==> src/inc/gst_pkg.sv <==
package gst_pkg;
	// register byte addresses
	localparam logic [7:0] CTRL_OFF = 8'h00;
	localparam logic [7:0] CNT_LO_OFF = 8'h04;
	localparam logic [7:0] CNT_HI_OFF = 8'h08;
	localparam logic [7:0] FLAG_OFF = 8'h0C;
	localparam logic [7:0] ENA_OFF = 8'h10;
	localparam logic [7:0] CAPT_OFF = 8'h14;
	localparam logic [7:0] CMP_OFF = 8'h18;
	localparam int ADDR_LSB = 2;
	localparam int ADDR_MSB = 7;
	// counter_control_reg fields
	localparam int CTRL_ON = 0;
	localparam int CTRL_CS = 1;
	localparam int CTRL_SYNC = 2;
	localparam int CTRL_OSC = 3;
	localparam int CTRL_PS_LO = 4;
	localparam int CTRL_PS_HI = 5;
	localparam int CTRL_GE = 6;
	localparam int CTRL_POL = 7;
	localparam logic [7:0] CTRL_RESET = 8'h00;
	// flag and enable register fields
	localparam int FLAG_ROLL = 0;
	localparam int ENA_ROLL = 0;
	localparam int ENA_PERIPH = 1;
	localparam int ENA_GLOBAL = 2;
	localparam int ENA_GSS = 3;
	localparam logic [3:0] ENA_RESET = 4'h0;
	// counter
	localparam logic [15:0] CNT_MAX = 16'hFFFF;
	localparam logic [15:0] CNT_ZERO = 16'h0000;
	localparam logic [15:0] ISR_VECTOR = 16'h0004;
	// instruction clock is the bus clock divided by four
	localparam logic [1:0] INSTR_DIV_LAST = 2'h3;
	localparam logic [1:0] PS_DIV1 = 2'h0;
	localparam logic [1:0] PS_DIV2 = 2'h1;
	localparam logic [1:0] PS_DIV4 = 2'h2;
	localparam logic [1:0] PS_DIV8 = 2'h3;
	localparam logic [2:0] PRESC_ZERO = 3'h0;
	// last prescaler count before an increment, per divide ratio
	localparam logic [2:0] PRESC_LAST_DIV1 = 3'h0;
	localparam logic [2:0] PRESC_LAST_DIV2 = 3'h1;
	localparam logic [2:0] PRESC_LAST_DIV4 = 3'h3;
	localparam logic [2:0] PRESC_LAST_DIV8 = 3'h7;
	// bus responses
	localparam logic [1:0] RESP_OKAY = 2'h0;
	localparam logic [1:0] RESP_SLVERR = 2'h2;
endpackage

==> src/hw/gst_timer.sv <==
// The AXI4-Lite slave port and the register addresses were chosen for this implementation.
`timescale 1ns/10ps
`default_nettype none
module gst_timer (
	// clock and reset
	input wire logic aclk,
	input wire logic aresetn,
	// axi4-lite write address and data
	input wire logic awvalid,
	output logic awready,
	input wire logic [31:0] awaddr,
	input wire logic [2:0] awprot,
	input wire logic wvalid,
	output logic wready,
	input wire logic [31:0] wdata,
	input wire logic [3:0] wstrb,
	// axi4-lite write response
	output logic bvalid,
	input wire logic bready,
	output logic [1:0] bresp,
	// axi4-lite read
	input wire logic arvalid,
	output logic arready,
	input wire logic [31:0] araddr,
	input wire logic [2:0] arprot,
	output logic rvalid,
	input wire logic rready,
	output logic [31:0] rdata,
	output logic [1:0] rresp,
	// pins, asynchronous
	input wire logic count_input_pin,
	input wire logic gate_pin_n,
	input wire logic second_comparator_out,
	// system side, same clock
	input wire logic sleep_mode,
	input wire logic capture_event,
	input wire logic special_event_en,
	// outputs
	output logic osc_enable,
	output logic compare_event,
	output logic irq_req,
	output logic wake_req,
	output logic [15:0] resume_vector
);
	logic [7:0] ctrl_reg, awaddr_reg;
	logic [3:0] ena_reg, wstrb_reg;
	logic [15:0] count_reg, capt_reg, cmp_reg;
	logic [2:0] presc_reg, ext_sync_reg;
	logic [1:0] instr_div_reg, gate_sync_reg, comp_sync_reg, bresp_reg, rresp_reg;
	logic [31:0] wdata_reg, rdata_reg;
	logic flag_reg, ext_rise_d_reg, armed_reg, match_reg, cmp_evt_reg;
	logic aw_hold_reg, w_hold_reg, bvalid_reg, rvalid_reg;

	logic wr_do, wr_lo, wr_hi, cnt_wr, async_mode;
	logic ext_rise, ext_fall, src_tick, gate_level, gate_open;
	logic run, presc_hit, inc, sev_clear;
	logic [2:0] presc_last;

	localparam int ADDR_MSB_L = gst_pkg::ADDR_MSB;
	localparam int ADDR_LSB_L = gst_pkg::ADDR_LSB;
	function automatic logic hit(input logic [7:0] a, input logic [7:0] off);
		hit = a[ADDR_MSB_L:ADDR_LSB_L] == off[ADDR_MSB_L:ADDR_LSB_L];
	endfunction

	function automatic logic mapped(input logic [7:0] a);
		mapped = hit(a, gst_pkg::CTRL_OFF) || hit(a, gst_pkg::CNT_LO_OFF) ||
			hit(a, gst_pkg::CNT_HI_OFF) || hit(a, gst_pkg::FLAG_OFF) ||
			hit(a, gst_pkg::ENA_OFF) || hit(a, gst_pkg::CAPT_OFF) ||
			hit(a, gst_pkg::CMP_OFF);
	endfunction

	// ---------------- bus slave ----------------
	assign awready = !aw_hold_reg && !bvalid_reg;
	assign wready = !w_hold_reg && !bvalid_reg;
	assign arready = !rvalid_reg;
	assign bvalid = bvalid_reg;
	assign bresp = bresp_reg;
	assign rvalid = rvalid_reg;
	assign rdata = rdata_reg;
	assign rresp = rresp_reg;
	assign wr_do = aw_hold_reg && w_hold_reg;
	assign wr_lo = wr_do && wstrb_reg[0] && hit(awaddr_reg, gst_pkg::CNT_LO_OFF);
	assign wr_hi = wr_do && wstrb_reg[0] && hit(awaddr_reg, gst_pkg::CNT_HI_OFF);
	assign cnt_wr = wr_lo || wr_hi;

	// address and data may arrive in either order; each is held until both are in
	always_ff @(posedge aclk) begin
		if (!aresetn) begin
			aw_hold_reg <= 1'b0;
			w_hold_reg <= 1'b0;
			awaddr_reg <= 8'h00;
			wdata_reg <= 32'h00000000;
			wstrb_reg <= 4'h0;
		end else begin
			if (awvalid && awready) begin
				aw_hold_reg <= 1'b1;
				awaddr_reg <= awaddr[7:0];
			end else if (wr_do) begin
				aw_hold_reg <= 1'b0;
			end
			if (wvalid && wready) begin
				w_hold_reg <= 1'b1;
				wdata_reg <= wdata;
				wstrb_reg <= wstrb;
			end else if (wr_do) begin
				w_hold_reg <= 1'b0;
			end
		end
	end

	always_ff @(posedge aclk) begin
		if (!aresetn) begin
			bvalid_reg <= 1'b0;
			bresp_reg <= gst_pkg::RESP_OKAY;
		end else if (wr_do) begin
			bvalid_reg <= 1'b1;
			bresp_reg <= mapped(awaddr_reg) ? gst_pkg::RESP_OKAY : gst_pkg::RESP_SLVERR;
		end else if (bready) begin
			bvalid_reg <= 1'b0;
		end
	end

	// counter is in this clock domain, so a byte read never tears
	always_ff @(posedge aclk) begin
		if (!aresetn) begin
			rvalid_reg <= 1'b0;
			rdata_reg <= 32'h00000000;
			rresp_reg <= gst_pkg::RESP_OKAY;
		end else if (arvalid && arready) begin
			rvalid_reg <= 1'b1;
			rresp_reg <= mapped(araddr[7:0]) ? gst_pkg::RESP_OKAY : gst_pkg::RESP_SLVERR;
			rdata_reg <= 32'h00000000;
			if (hit(araddr[7:0], gst_pkg::CTRL_OFF))
				rdata_reg[7:0] <= ctrl_reg;
			if (hit(araddr[7:0], gst_pkg::CNT_LO_OFF))
				rdata_reg[7:0] <= count_reg[7:0];
			if (hit(araddr[7:0], gst_pkg::CNT_HI_OFF))
				rdata_reg[7:0] <= count_reg[15:8];
			if (hit(araddr[7:0], gst_pkg::FLAG_OFF))
				rdata_reg[0] <= flag_reg;
			if (hit(araddr[7:0], gst_pkg::ENA_OFF))
				rdata_reg[3:0] <= ena_reg;
			if (hit(araddr[7:0], gst_pkg::CAPT_OFF))
				rdata_reg[15:0] <= capt_reg;
			if (hit(araddr[7:0], gst_pkg::CMP_OFF))
				rdata_reg[15:0] <= cmp_reg;
		end else if (rready) begin
			rvalid_reg <= 1'b0;
		end
	end

	// ---------------- software registers ----------------
	always_ff @(posedge aclk) begin
		if (!aresetn) begin
			ctrl_reg <= gst_pkg::CTRL_RESET;
			ena_reg <= gst_pkg::ENA_RESET;
			cmp_reg <= gst_pkg::CNT_ZERO;
		end else if (wr_do) begin
			if (wstrb_reg[0] && hit(awaddr_reg, gst_pkg::CTRL_OFF))
				ctrl_reg <= wdata_reg[7:0];
			if (wstrb_reg[0] && hit(awaddr_reg, gst_pkg::ENA_OFF))
				ena_reg <= wdata_reg[3:0];
			if (wstrb_reg[0] && hit(awaddr_reg, gst_pkg::CMP_OFF))
				cmp_reg[7:0] <= wdata_reg[7:0];
			if (wstrb_reg[1] && hit(awaddr_reg, gst_pkg::CMP_OFF))
				cmp_reg[15:8] <= wdata_reg[15:8];
		end
	end

	assign osc_enable = ctrl_reg[gst_pkg::CTRL_OSC];

	// ---------------- input synchronisers ----------------
	always_ff @(posedge aclk) begin
		if (!aresetn) begin
			ext_sync_reg <= 3'h0;
			gate_sync_reg <= 2'h3;
			comp_sync_reg <= 2'h0;
			ext_rise_d_reg <= 1'b0;
		end else begin
			ext_sync_reg <= {ext_sync_reg[1:0], count_input_pin};
			gate_sync_reg <= {gate_sync_reg[0], gate_pin_n};
			comp_sync_reg <= {comp_sync_reg[0], second_comparator_out};
			ext_rise_d_reg <= ext_rise;
		end
	end

	assign ext_rise = ext_sync_reg[1] && !ext_sync_reg[2];
	assign ext_fall = !ext_sync_reg[1] && ext_sync_reg[2];

	// no edge is counted until a falling edge has been seen while counting is set up
	always_ff @(posedge aclk) begin
		if (!aresetn)
			armed_reg <= 1'b0;
		else if (!ctrl_reg[gst_pkg::CTRL_ON] || !ctrl_reg[gst_pkg::CTRL_CS])
			armed_reg <= 1'b0;
		else if (ext_fall)
			armed_reg <= 1'b1;
	end

	// ---------------- clock selection and gating ----------------
	assign async_mode = ctrl_reg[gst_pkg::CTRL_CS] && ctrl_reg[gst_pkg::CTRL_SYNC];

	// the synchronised path adds one stage, like sampling on the phase clocks;
	// changing the bypass bit mid-edge may skip or repeat one count
	always_comb begin
		if (!ctrl_reg[gst_pkg::CTRL_CS])
			src_tick = (instr_div_reg == gst_pkg::INSTR_DIV_LAST) && !sleep_mode;
		else if (ctrl_reg[gst_pkg::CTRL_SYNC])
			src_tick = ext_rise && armed_reg;
		else
			src_tick = ext_rise_d_reg && armed_reg && !sleep_mode;
	end

	assign gate_level = ena_reg[gst_pkg::ENA_GSS] ? comp_sync_reg[1] : gate_sync_reg[1];
	assign gate_open = gate_level == ctrl_reg[gst_pkg::CTRL_POL];
	// only the asynchronous path keeps running while the core sleeps
	assign run = ctrl_reg[gst_pkg::CTRL_ON] && (!ctrl_reg[gst_pkg::CTRL_GE] || gate_open) &&
		(!sleep_mode || async_mode);

	always_ff @(posedge aclk) begin
		if (!aresetn)
			instr_div_reg <= 2'h0;
		else
			instr_div_reg <= instr_div_reg + 2'h1;
	end

	// ---------------- prescaler ----------------
	always_comb begin
		case (ctrl_reg[gst_pkg::CTRL_PS_HI:gst_pkg::CTRL_PS_LO])
			gst_pkg::PS_DIV1: presc_last = gst_pkg::PRESC_LAST_DIV1;
			gst_pkg::PS_DIV2: presc_last = gst_pkg::PRESC_LAST_DIV2;
			gst_pkg::PS_DIV4: presc_last = gst_pkg::PRESC_LAST_DIV4;
			default: presc_last = gst_pkg::PRESC_LAST_DIV8;
		endcase
	end

	assign presc_hit = presc_reg == presc_last;
	assign inc = run && src_tick && presc_hit && !cnt_wr;

	always_ff @(posedge aclk) begin
		if (!aresetn)
			presc_reg <= gst_pkg::PRESC_ZERO;
		else if (cnt_wr)
			presc_reg <= gst_pkg::PRESC_ZERO;
		else if (run && src_tick)
			presc_reg <= presc_hit ? gst_pkg::PRESC_ZERO : presc_reg + 3'h1;
	end

	// ---------------- counter ----------------
	assign sev_clear = cmp_evt_reg && special_event_en;

	// a byte write simply wins over an increment; software is expected to stop first
	always_ff @(posedge aclk) begin
		if (!aresetn)
			count_reg <= gst_pkg::CNT_ZERO;
		else if (wr_lo)
			count_reg[7:0] <= wdata_reg[7:0];
		else if (wr_hi)
			count_reg[15:8] <= wdata_reg[7:0];
		else if (sev_clear)
			count_reg <= gst_pkg::CNT_ZERO;
		else if (inc)
			count_reg <= count_reg + 16'h0001;
	end

	// set beats a software clear in the same cycle; clear writes a zero
	always_ff @(posedge aclk) begin
		if (!aresetn)
			flag_reg <= 1'b0;
		else if (inc && count_reg == gst_pkg::CNT_MAX && !sev_clear)
			flag_reg <= 1'b1;
		else if (wr_do && wstrb_reg[0] && hit(awaddr_reg, gst_pkg::FLAG_OFF))
			flag_reg <= wdata_reg[gst_pkg::FLAG_ROLL];
	end

	always_ff @(posedge aclk) begin
		if (!aresetn)
			capt_reg <= gst_pkg::CNT_ZERO;
		else if (capture_event)
			capt_reg <= count_reg;
	end

	// one pulse when the counter arrives at the compare value
	always_ff @(posedge aclk) begin
		if (!aresetn) begin
			match_reg <= 1'b0;
			cmp_evt_reg <= 1'b0;
		end else begin
			match_reg <= count_reg == cmp_reg;
			cmp_evt_reg <= (count_reg == cmp_reg) && !match_reg;
		end
	end

	assign compare_event = cmp_evt_reg;
	// enables and flag are registers, so irq_req stays glitch free; wake_req also follows the sleep_mode input
	assign irq_req = flag_reg && ena_reg[gst_pkg::ENA_ROLL] && ena_reg[gst_pkg::ENA_PERIPH] &&
		ena_reg[gst_pkg::ENA_GLOBAL];
	assign wake_req = flag_reg && ena_reg[gst_pkg::ENA_ROLL] && ena_reg[gst_pkg::ENA_PERIPH] &&
		ctrl_reg[gst_pkg::CTRL_ON] && sleep_mode;
	assign resume_vector = ena_reg[gst_pkg::ENA_GLOBAL] ? gst_pkg::ISR_VECTOR : gst_pkg::CNT_ZERO;
endmodule
`default_nettype wire

==> config.mk <==
export PLATFORM = sky130hd
export DESIGN_NAME = gst_timer
export DESIGN_NICKNAME = d
export VERILOG_FILES = /design/src/inc/gst_pkg.sv /design/src/hw/gst_timer.sv
export SDC_FILE = /design/constraint.sdc
export NUM_CORES = 1
export LEC_CHECK = 0
export BUFFER_PORTS_ARGS = -buffer_cell sky130_fd_sc_hd__clkbuf_2
export CAP_MARGIN = 40
export CORE_ASPECT_RATIO = 0.9
export CORE_MARGIN = 2
export CORE_UTILIZATION = 36
export CTS_CLUSTER_SIZE = 14
export DETAILED_ROUTE_END_ITERATION = 12
export SYNTH_ARGS = -nofsm -noshare
export SYNTH_HDL_FRONTEND = slang
export SYNTH_SLANG_ARGS = --single-unit
==> constraint.sdc <==
create_clock -name aclk -period 1.77 [get_ports aclk]
set_input_delay 0.0885 -clock aclk [delete_from_list [all_inputs] [get_ports aclk]]
set_output_delay 0.0885 -clock aclk [all_outputs]
set_load 0.02 [all_outputs]
==> results.json, run 1 <==
{
  "status": "complete, but fails checks",
  "violations": "negative setup slack",
  "vias": 5484,
  "hold_path.class": "input pin to register",
  "clkLatencyLatePin_ns": 0.41,
  "grt_max_degree": 57,
  "fin_crit_ns": 1.91,
  "skew_ns": 0.0106,
  "fmax_mhz": 523,
  "p_total_mw": 7.27,
  "critPathKind": "register to register",
  "synth_edf_count": 0,
  "arrival_ns": 2.23,
  "io_buffers": 70,
  "layout-drive-gt1-share_pct": 31.7,
  "power.density_mw_per_mm2": 878,
  "final_cells": 1063,
  "synth-main-ff-cell": "dfxtp_1",
  "max_stage_delay_ns": 0.38,
  "initial_utilization_pct": 36.5,
  "antennaDiodeCount": 0,
  "htree_levels": 4,
  "routed_wirelength_um": 17300,
  "finalSetupViolCount": 20,
  "dieArea_mm2": 0.0173,
  "peakVddDrop_mv": 0.702,
  "grt_use_total_pct": 19.9,
  "relSlewSlack_pct": 62.0,
  "fin_setup_tns_ns": -1.82,
  "dp_hpwl_um": 12000,
  "critPathRequiredTime_ns": 2.09,
  "antenna_found_initial": 0,
  "yosys_register_bits": 123,
  "cp-start-kind": "register",
  "core-area_mm2": 0.0160,
  "drv_slew": 0,
  "overflow": 0,
  "die_h_um": 125,
  "slowest_stage": "or3b_4",
  "setup_ws_ns": -0.143,
  "period_share_pct": 108,
  "die-width_um": 138,
  "crit_top_cell": "a21oi_4",
  "rows": 44,
  "synth_area_per_cell_um2": 8.84,
  "dp.cells": 987,
  "synth_top_area_share_pct": 42.1,
  "async_flop_share_pct": 0,
  "synthDistinctLibCells": 69,
  "path_cells": "or3b_4 > a21oi_4 > a2bb2oi_4 > a21oi_4 > or3_1 > a221oi_2",
  "hold_violations": 0,
  "synth-seq-area-share_pct": 42.1,
  "synthCells": 661,
  "holdWs_ns": 0.0284,
  "synth_area_leader_cell": "dfxtp_1",
  "ios": 180,
  "via_per_inst": 5.16,
  "cts.sinks": 123,
  "maxCapViolCount": 0,
  "path_clk_slew_ns": 0.05,
  "netlist_area_mm2": 0.00584,
  "wl_per_cell_um": 16.3,
  "rsz0062_at_grt": "true",
  "leakagePower_nw": 3.59,
  "drt_drc_violations_left": 0,
  "cts_buffers": 17,
  "syn2layout_area_growth_pct": 41.8,
  "path_buf_inv": 0,
  "nFillCells": 1474,
  "grt_pass1_vias": 5213,
  "cp_max_fo": 5,
  "cts-root-buf": "clkbuf_16",
  "gp_congestion": 0.926,
  "ant_nets": 0,
  "clockBufferDepth": 2,
  "worst_pin_slew_ns": 0.569,
  "synthTopCellsByArea": "dfxtp_1 (42%), mux2i_1 (10%), nor2_1 (5.3%)",
  "endpoint_kind": "register",
  "drtPass1Iterations": 5,
  "ys_warn_count": 0,
  "critPathTopFamily": "compound AO/OA/AOI/OAI gates",
  "grt_pass1_wl_um": 27400,
  "final_net_count": 967,
  "drtIter0Drc": 437,
  "preCtsSetupSlack_ns": -0.245,
  "tritoncts": "built"
}
[layer usage]
metal	global-route usage [%]	wire [um]	vias to the layer above
li1	-	-	2659
met1	27.9	8150	2606
met2	30.4	7840	197
met3	4.92	1140	22
met4	5.22	216	0
met5	0	0	-
[final timing paths]
kind | from | end | slack (ns) | depth (start not counted)
setup / recovery | ctrl_reg[2]$_SDFFE_PN0P_ | count_reg[5]$_SDFFE_PN0P_ | -0.14 | 6
setup reg to reg | ctrl_reg[2]$_SDFFE_PN0P_ | count_reg[5]$_SDFFE_PN0P_ | -0.14 | 6
hold / removal | araddr[6] | rresp[1]$_SDFFE_PN0P_ | 0.03 | 3
hold reg to reg | gate_sync_reg[0]$_SDFF_PN1_ | gate_sync_reg[1]$_SDFF_PN1_ | 0.41 | 1
[metrics by stage]
step | utilization (%) | cell area [um^2]
after floorplan | - | 6020
after CTS | 50.4 | 8080
after global placement | 43.3 | 6940
after global routing | 51.7 | 8280
after detailed placement | 43.3 | 6940
final | 51.7 | 8280
[cell families (layout without fill, tap and decap cells)]
| group | after synthesis | in the layout | synth area share [%] |
|---|---|---|---|
| compound gates | 129 | 129 | 15.5 |
| xor+xnor | 19 | 19 | 2.85 |
| fa+ha+maj | 3 | 3 | 0.642 |
| buf+inv | 85 | 248 | 7.97 |
| flops | 123 | 123 | 42.1 |
| mux | 60 | 60 | 10.5 |
| other cells | 1 | 33 | 0.0642 |
| simple gates | 241 | 241 | 20.4 |
[worst register-to-register path, stage by stage, from the launching register on]
cell and delay [ns]:
dfxtp_2 0.31, or3b_4 0.38, a21oi_4 0.17, a2bb2oi_4 0.25, a21oi_4 0.11, or3_1 0.37, a221oi_2 0.24
[repair_timing]
item | 4_1_cts | 5_1_grt
hold endpoints to repair | 30 | 0
gates cloned | 0 | 0
hold buffers | 31 | 0
pin swaps | 13 | 23
endpoints found under the setup margin | 40 | 48
buffers inserted | 9 | 7
gates resized for setup | 37 | 33
[where the power goes]
part | internal [mW] | leakage [nW] | total, mW | switching (mW)
Combinational | 0.289 | 2.29 | 0.697 | 0.407
Clock | 2.41 | 0.296 | 3.63 | 1.22
Sequential | 2.86 | 1.00 | 2.95 | 0.0865
Total | 5.56 | 3.59 | 7.27 | 1.71
[cell usage after synthesis (3+ instances only)]
cell type  instances
dfxtp_1          123
nor2_1            82
nand2_1           66
mux2i_1           59
a21oi_1           45
buf_4             35
clkbuf_1          32
nor3_1            25
o21ai_0           17
xor2_1            17
a221oi_1          15
and2_1            11
inv_1             10
nand3_1            9
a222oi_1           8
a31oi_1            8
and3_1             8
nor4_1             6
a211oi_1           5
a311oi_1           5
buf_2              5
nand2b_1           5
o221a_2            4
a21oi_2            3
a311o_1            3
ha_1               3
nand3b_1           3
[cell usage in the layout, fill, tap and decap left out, drive strengths merged, types with 9 or more instances in the layout]
| cell | instances |
|---|---|
| dfxtp | 123 |
| buf | 107 |
| clkbuf | 92 |
| nor2 | 83 |
| nand2 | 66 |
| mux2i | 59 |
| a21oi | 48 |
| conb | 33 |
| dlygate4sd3 | 31 |
| nor3 | 28 |
| o21ai | 18 |
| xor2 | 17 |
| a221oi | 16 |
| and2 | 11 |
| inv | 10 |
| nand3 | 9 |
[cell type report]
class                   instances  area, um^2  share of cell area (%)
multi-input cells             485        3340                    40.4
flip-flops and latches        123        2470                    29.8
repair buffers                208        1560                    18.9
clock buffers                  22         464                    5.60
well taps                     207         259                    3.13
clock inverters                 8         143                    1.72
inverters                      10        37.5                   0.453
(Power assumes the default switching activity.)
==> run 2, diff against run 1 <==
SKIP_CTS_REPAIR_TIMING = 1   (was default)
==> run 2 against run 1 <==
Against the previous run: the flow finishes with violations (negative hold slack, negative setup slack); total power down 0.32%; via count down 0.97%; largest power group unchanged; utilization down 0.91 points; critical endpoint is now count_reg[13]$_SDFFE_PN0P_; sequential power about the same; combinational power down 2%; flip-flop and latch count unchanged.
==> results.json, run 2 (synthesis gave the netlist of run 1 again) <==
{
  "hold_violations": 1,
  "grt_use_total_pct": 18.9,
  "ios": 180,
  "period_share_pct": 111,
  "dp_hpwl_um": 12000,
  "tritoncts": "built",
  "vias": 5431,
  "critPathKind": "register to register",
  "overflow": 0,
  "ant_nets": 0,
  "htree_levels": 4,
  "endpoint_kind": "register",
  "cts-root-buf": "clkbuf_16",
  "r2r_cells": 8,
  "clockBufferDepth": 2,
  "critPathRequiredTime_ns": 2.09,
  "gp_congestion": 0.926,
  "wl_per_cell_um": 16.1,
  "drv_slew": 0,
  "dieArea_mm2": 0.0173,
  "grt_max_degree": 57,
  "hp-start": "arvalid",
  "finalSetupViolCount": 20,
  "core-area_mm2": 0.0160,
  "preCtsSetupSlack_ns": -0.245,
  "die_h_um": 125,
  "skew_ns": 0.00999,
  "arrival_ns": 2.28,
  "cp-startpoint": "awaddr_reg[7]$_SDFFE_PN0P_",
  "hold_depth": 3,
  "setup_ws_ns": -0.188,
  "fin_crit_ns": 1.96,
  "leakagePower_nw": 3.54,
  "final_net_count": 957,
  "cp_max_fo": 4,
  "syn2layout_area_growth_pct": 39.3,
  "drtPass1Iterations": 5,
  "routed_wirelength_um": 16900,
  "worst_pin_slew_ns": 0.576,
  "layout-drive-gt1-share_pct": 30.3,
  "antennaDiodeCount": 0,
  "rsz0062_at_grt": "true",
  "cts_buffers": 17,
  "clkLatencyLatePin_ns": 0.41,
  "drt_drc_violations_left": 0,
  "rr_startpoint": "awaddr_reg[7]$_SDFFE_PN0P_",
  "maxCapViolCount": 0,
  "status": "complete, but fails checks",
  "rows": 44,
  "drtIter0Drc": 462,
  "p_total_mw": 7.25,
  "io_buffers": 70,
  "path_clk_slew_ns": 0.06,
  "holdWs_ns": -0.0348,
  "final_common_cell": "dfxtp_1",
  "layout_common_cells": "dfxtp_1 (117), buf_4 (82), nor2_1 (78), clkbuf_2 (70), nand2_1 (65)",
  "violations": "negative hold slack, negative setup slack",
  "cp-start-kind": "register",
  "power.density_mw_per_mm2": 891,
  "relSlewSlack_pct": 61.5,
  "grt_pass1_wl_um": 26000,
  "fmax_mhz": 511,
  "peakVddDrop_mv": 0.705,
  "die-width_um": 138,
  "via_per_inst": 5.16,
  "hold_path.class": "input pin to register",
  "initial_utilization_pct": 36.5,
  "cts.sinks": 123,
  "grt_pass1_vias": 4878,
  "antenna_found_initial": 0
}
[run 2: cell types whose count changed in the layout (fill, tap and decap cells not counted), moves of 2 or more]
cell,before,now
buf_4,90,82
dfxtp_2,8,6
a21oi_2,0,2
buf_6,13,10
dfxtp_1,115,117
a21oi_4,5,3
o21ai_2,0,2
o21ai_1,5,2
[run 2: path summary, 6_finish.rpt]
| kind | slack [ns] | end |
|---|---|---|
| min reg2reg | 0.41 | gate_sync_reg[1]$_SDFF_PN1_ |
| min | -0.03 | rvalid$_SDFFE_PN0P_ |
| max | -0.19 | count_reg[13]$_SDFFE_PN0P_ |
| max reg2reg | -0.19 | count_reg[13]$_SDFFE_PN0P_ |
[run 2: worst max-delay path: stages, from the launching register on]
cell and delay [ns]:
dfxtp_2 0.32, nand4bb_4 0.22, or2_4 0.28, nor3_4 0.22, buf_6 0.15, buf_6 0.10, nor3_4 0.04, a311o_1 0.31
a221oi_2 0.23
[run 2: through the flow]
| stage | TNS [ns] | std cells | instance area [um^2] | utilization, % |
|---|---|---|---|---|
| after floorplan | -0.745 | 693 | 6020 | - |
| after global placement | -4.62 | 987 | 6940 | 43.3 |
| after detailed placement | -5.67 | 987 | 6940 | 43.3 |
| after CTS | -6.44 | 1017 | 7540 | 47.1 |
| after global routing | -4.95 | 1053 | 8140 | 50.8 |
| final | -2.28 | 1053 | 8140 | 50.8 |
[run 2: final cells by class]
type,instances,area [um^2]
flip-flops and latches,123,2470
multi-input cells,485,3270
repair buffers,198,1490
well taps,207,259
inverters,10,37.5
clock buffers,22,464
fillers,1518,7880
clock inverters,8,143
[run 2: where the power goes]
group          switching [mW]  internal, mW  total [mW]
Sequential             0.0839          2.86        2.94
Combinational           0.403         0.280       0.683
Clock                    1.21          2.41        3.62
Total                    1.70          5.55        7.25
[run 2: layer usage]
metal	part of all wire (%)	GRT usage, %	up-vias	wire, um
li1	-	-	2637	-
met1	47	27.6	2565	7910
met2	45	27.9	213	7620
met3	7.2	4.34	16	1220
met4	0.98	5.22	0	165
met5	0	0	-	0
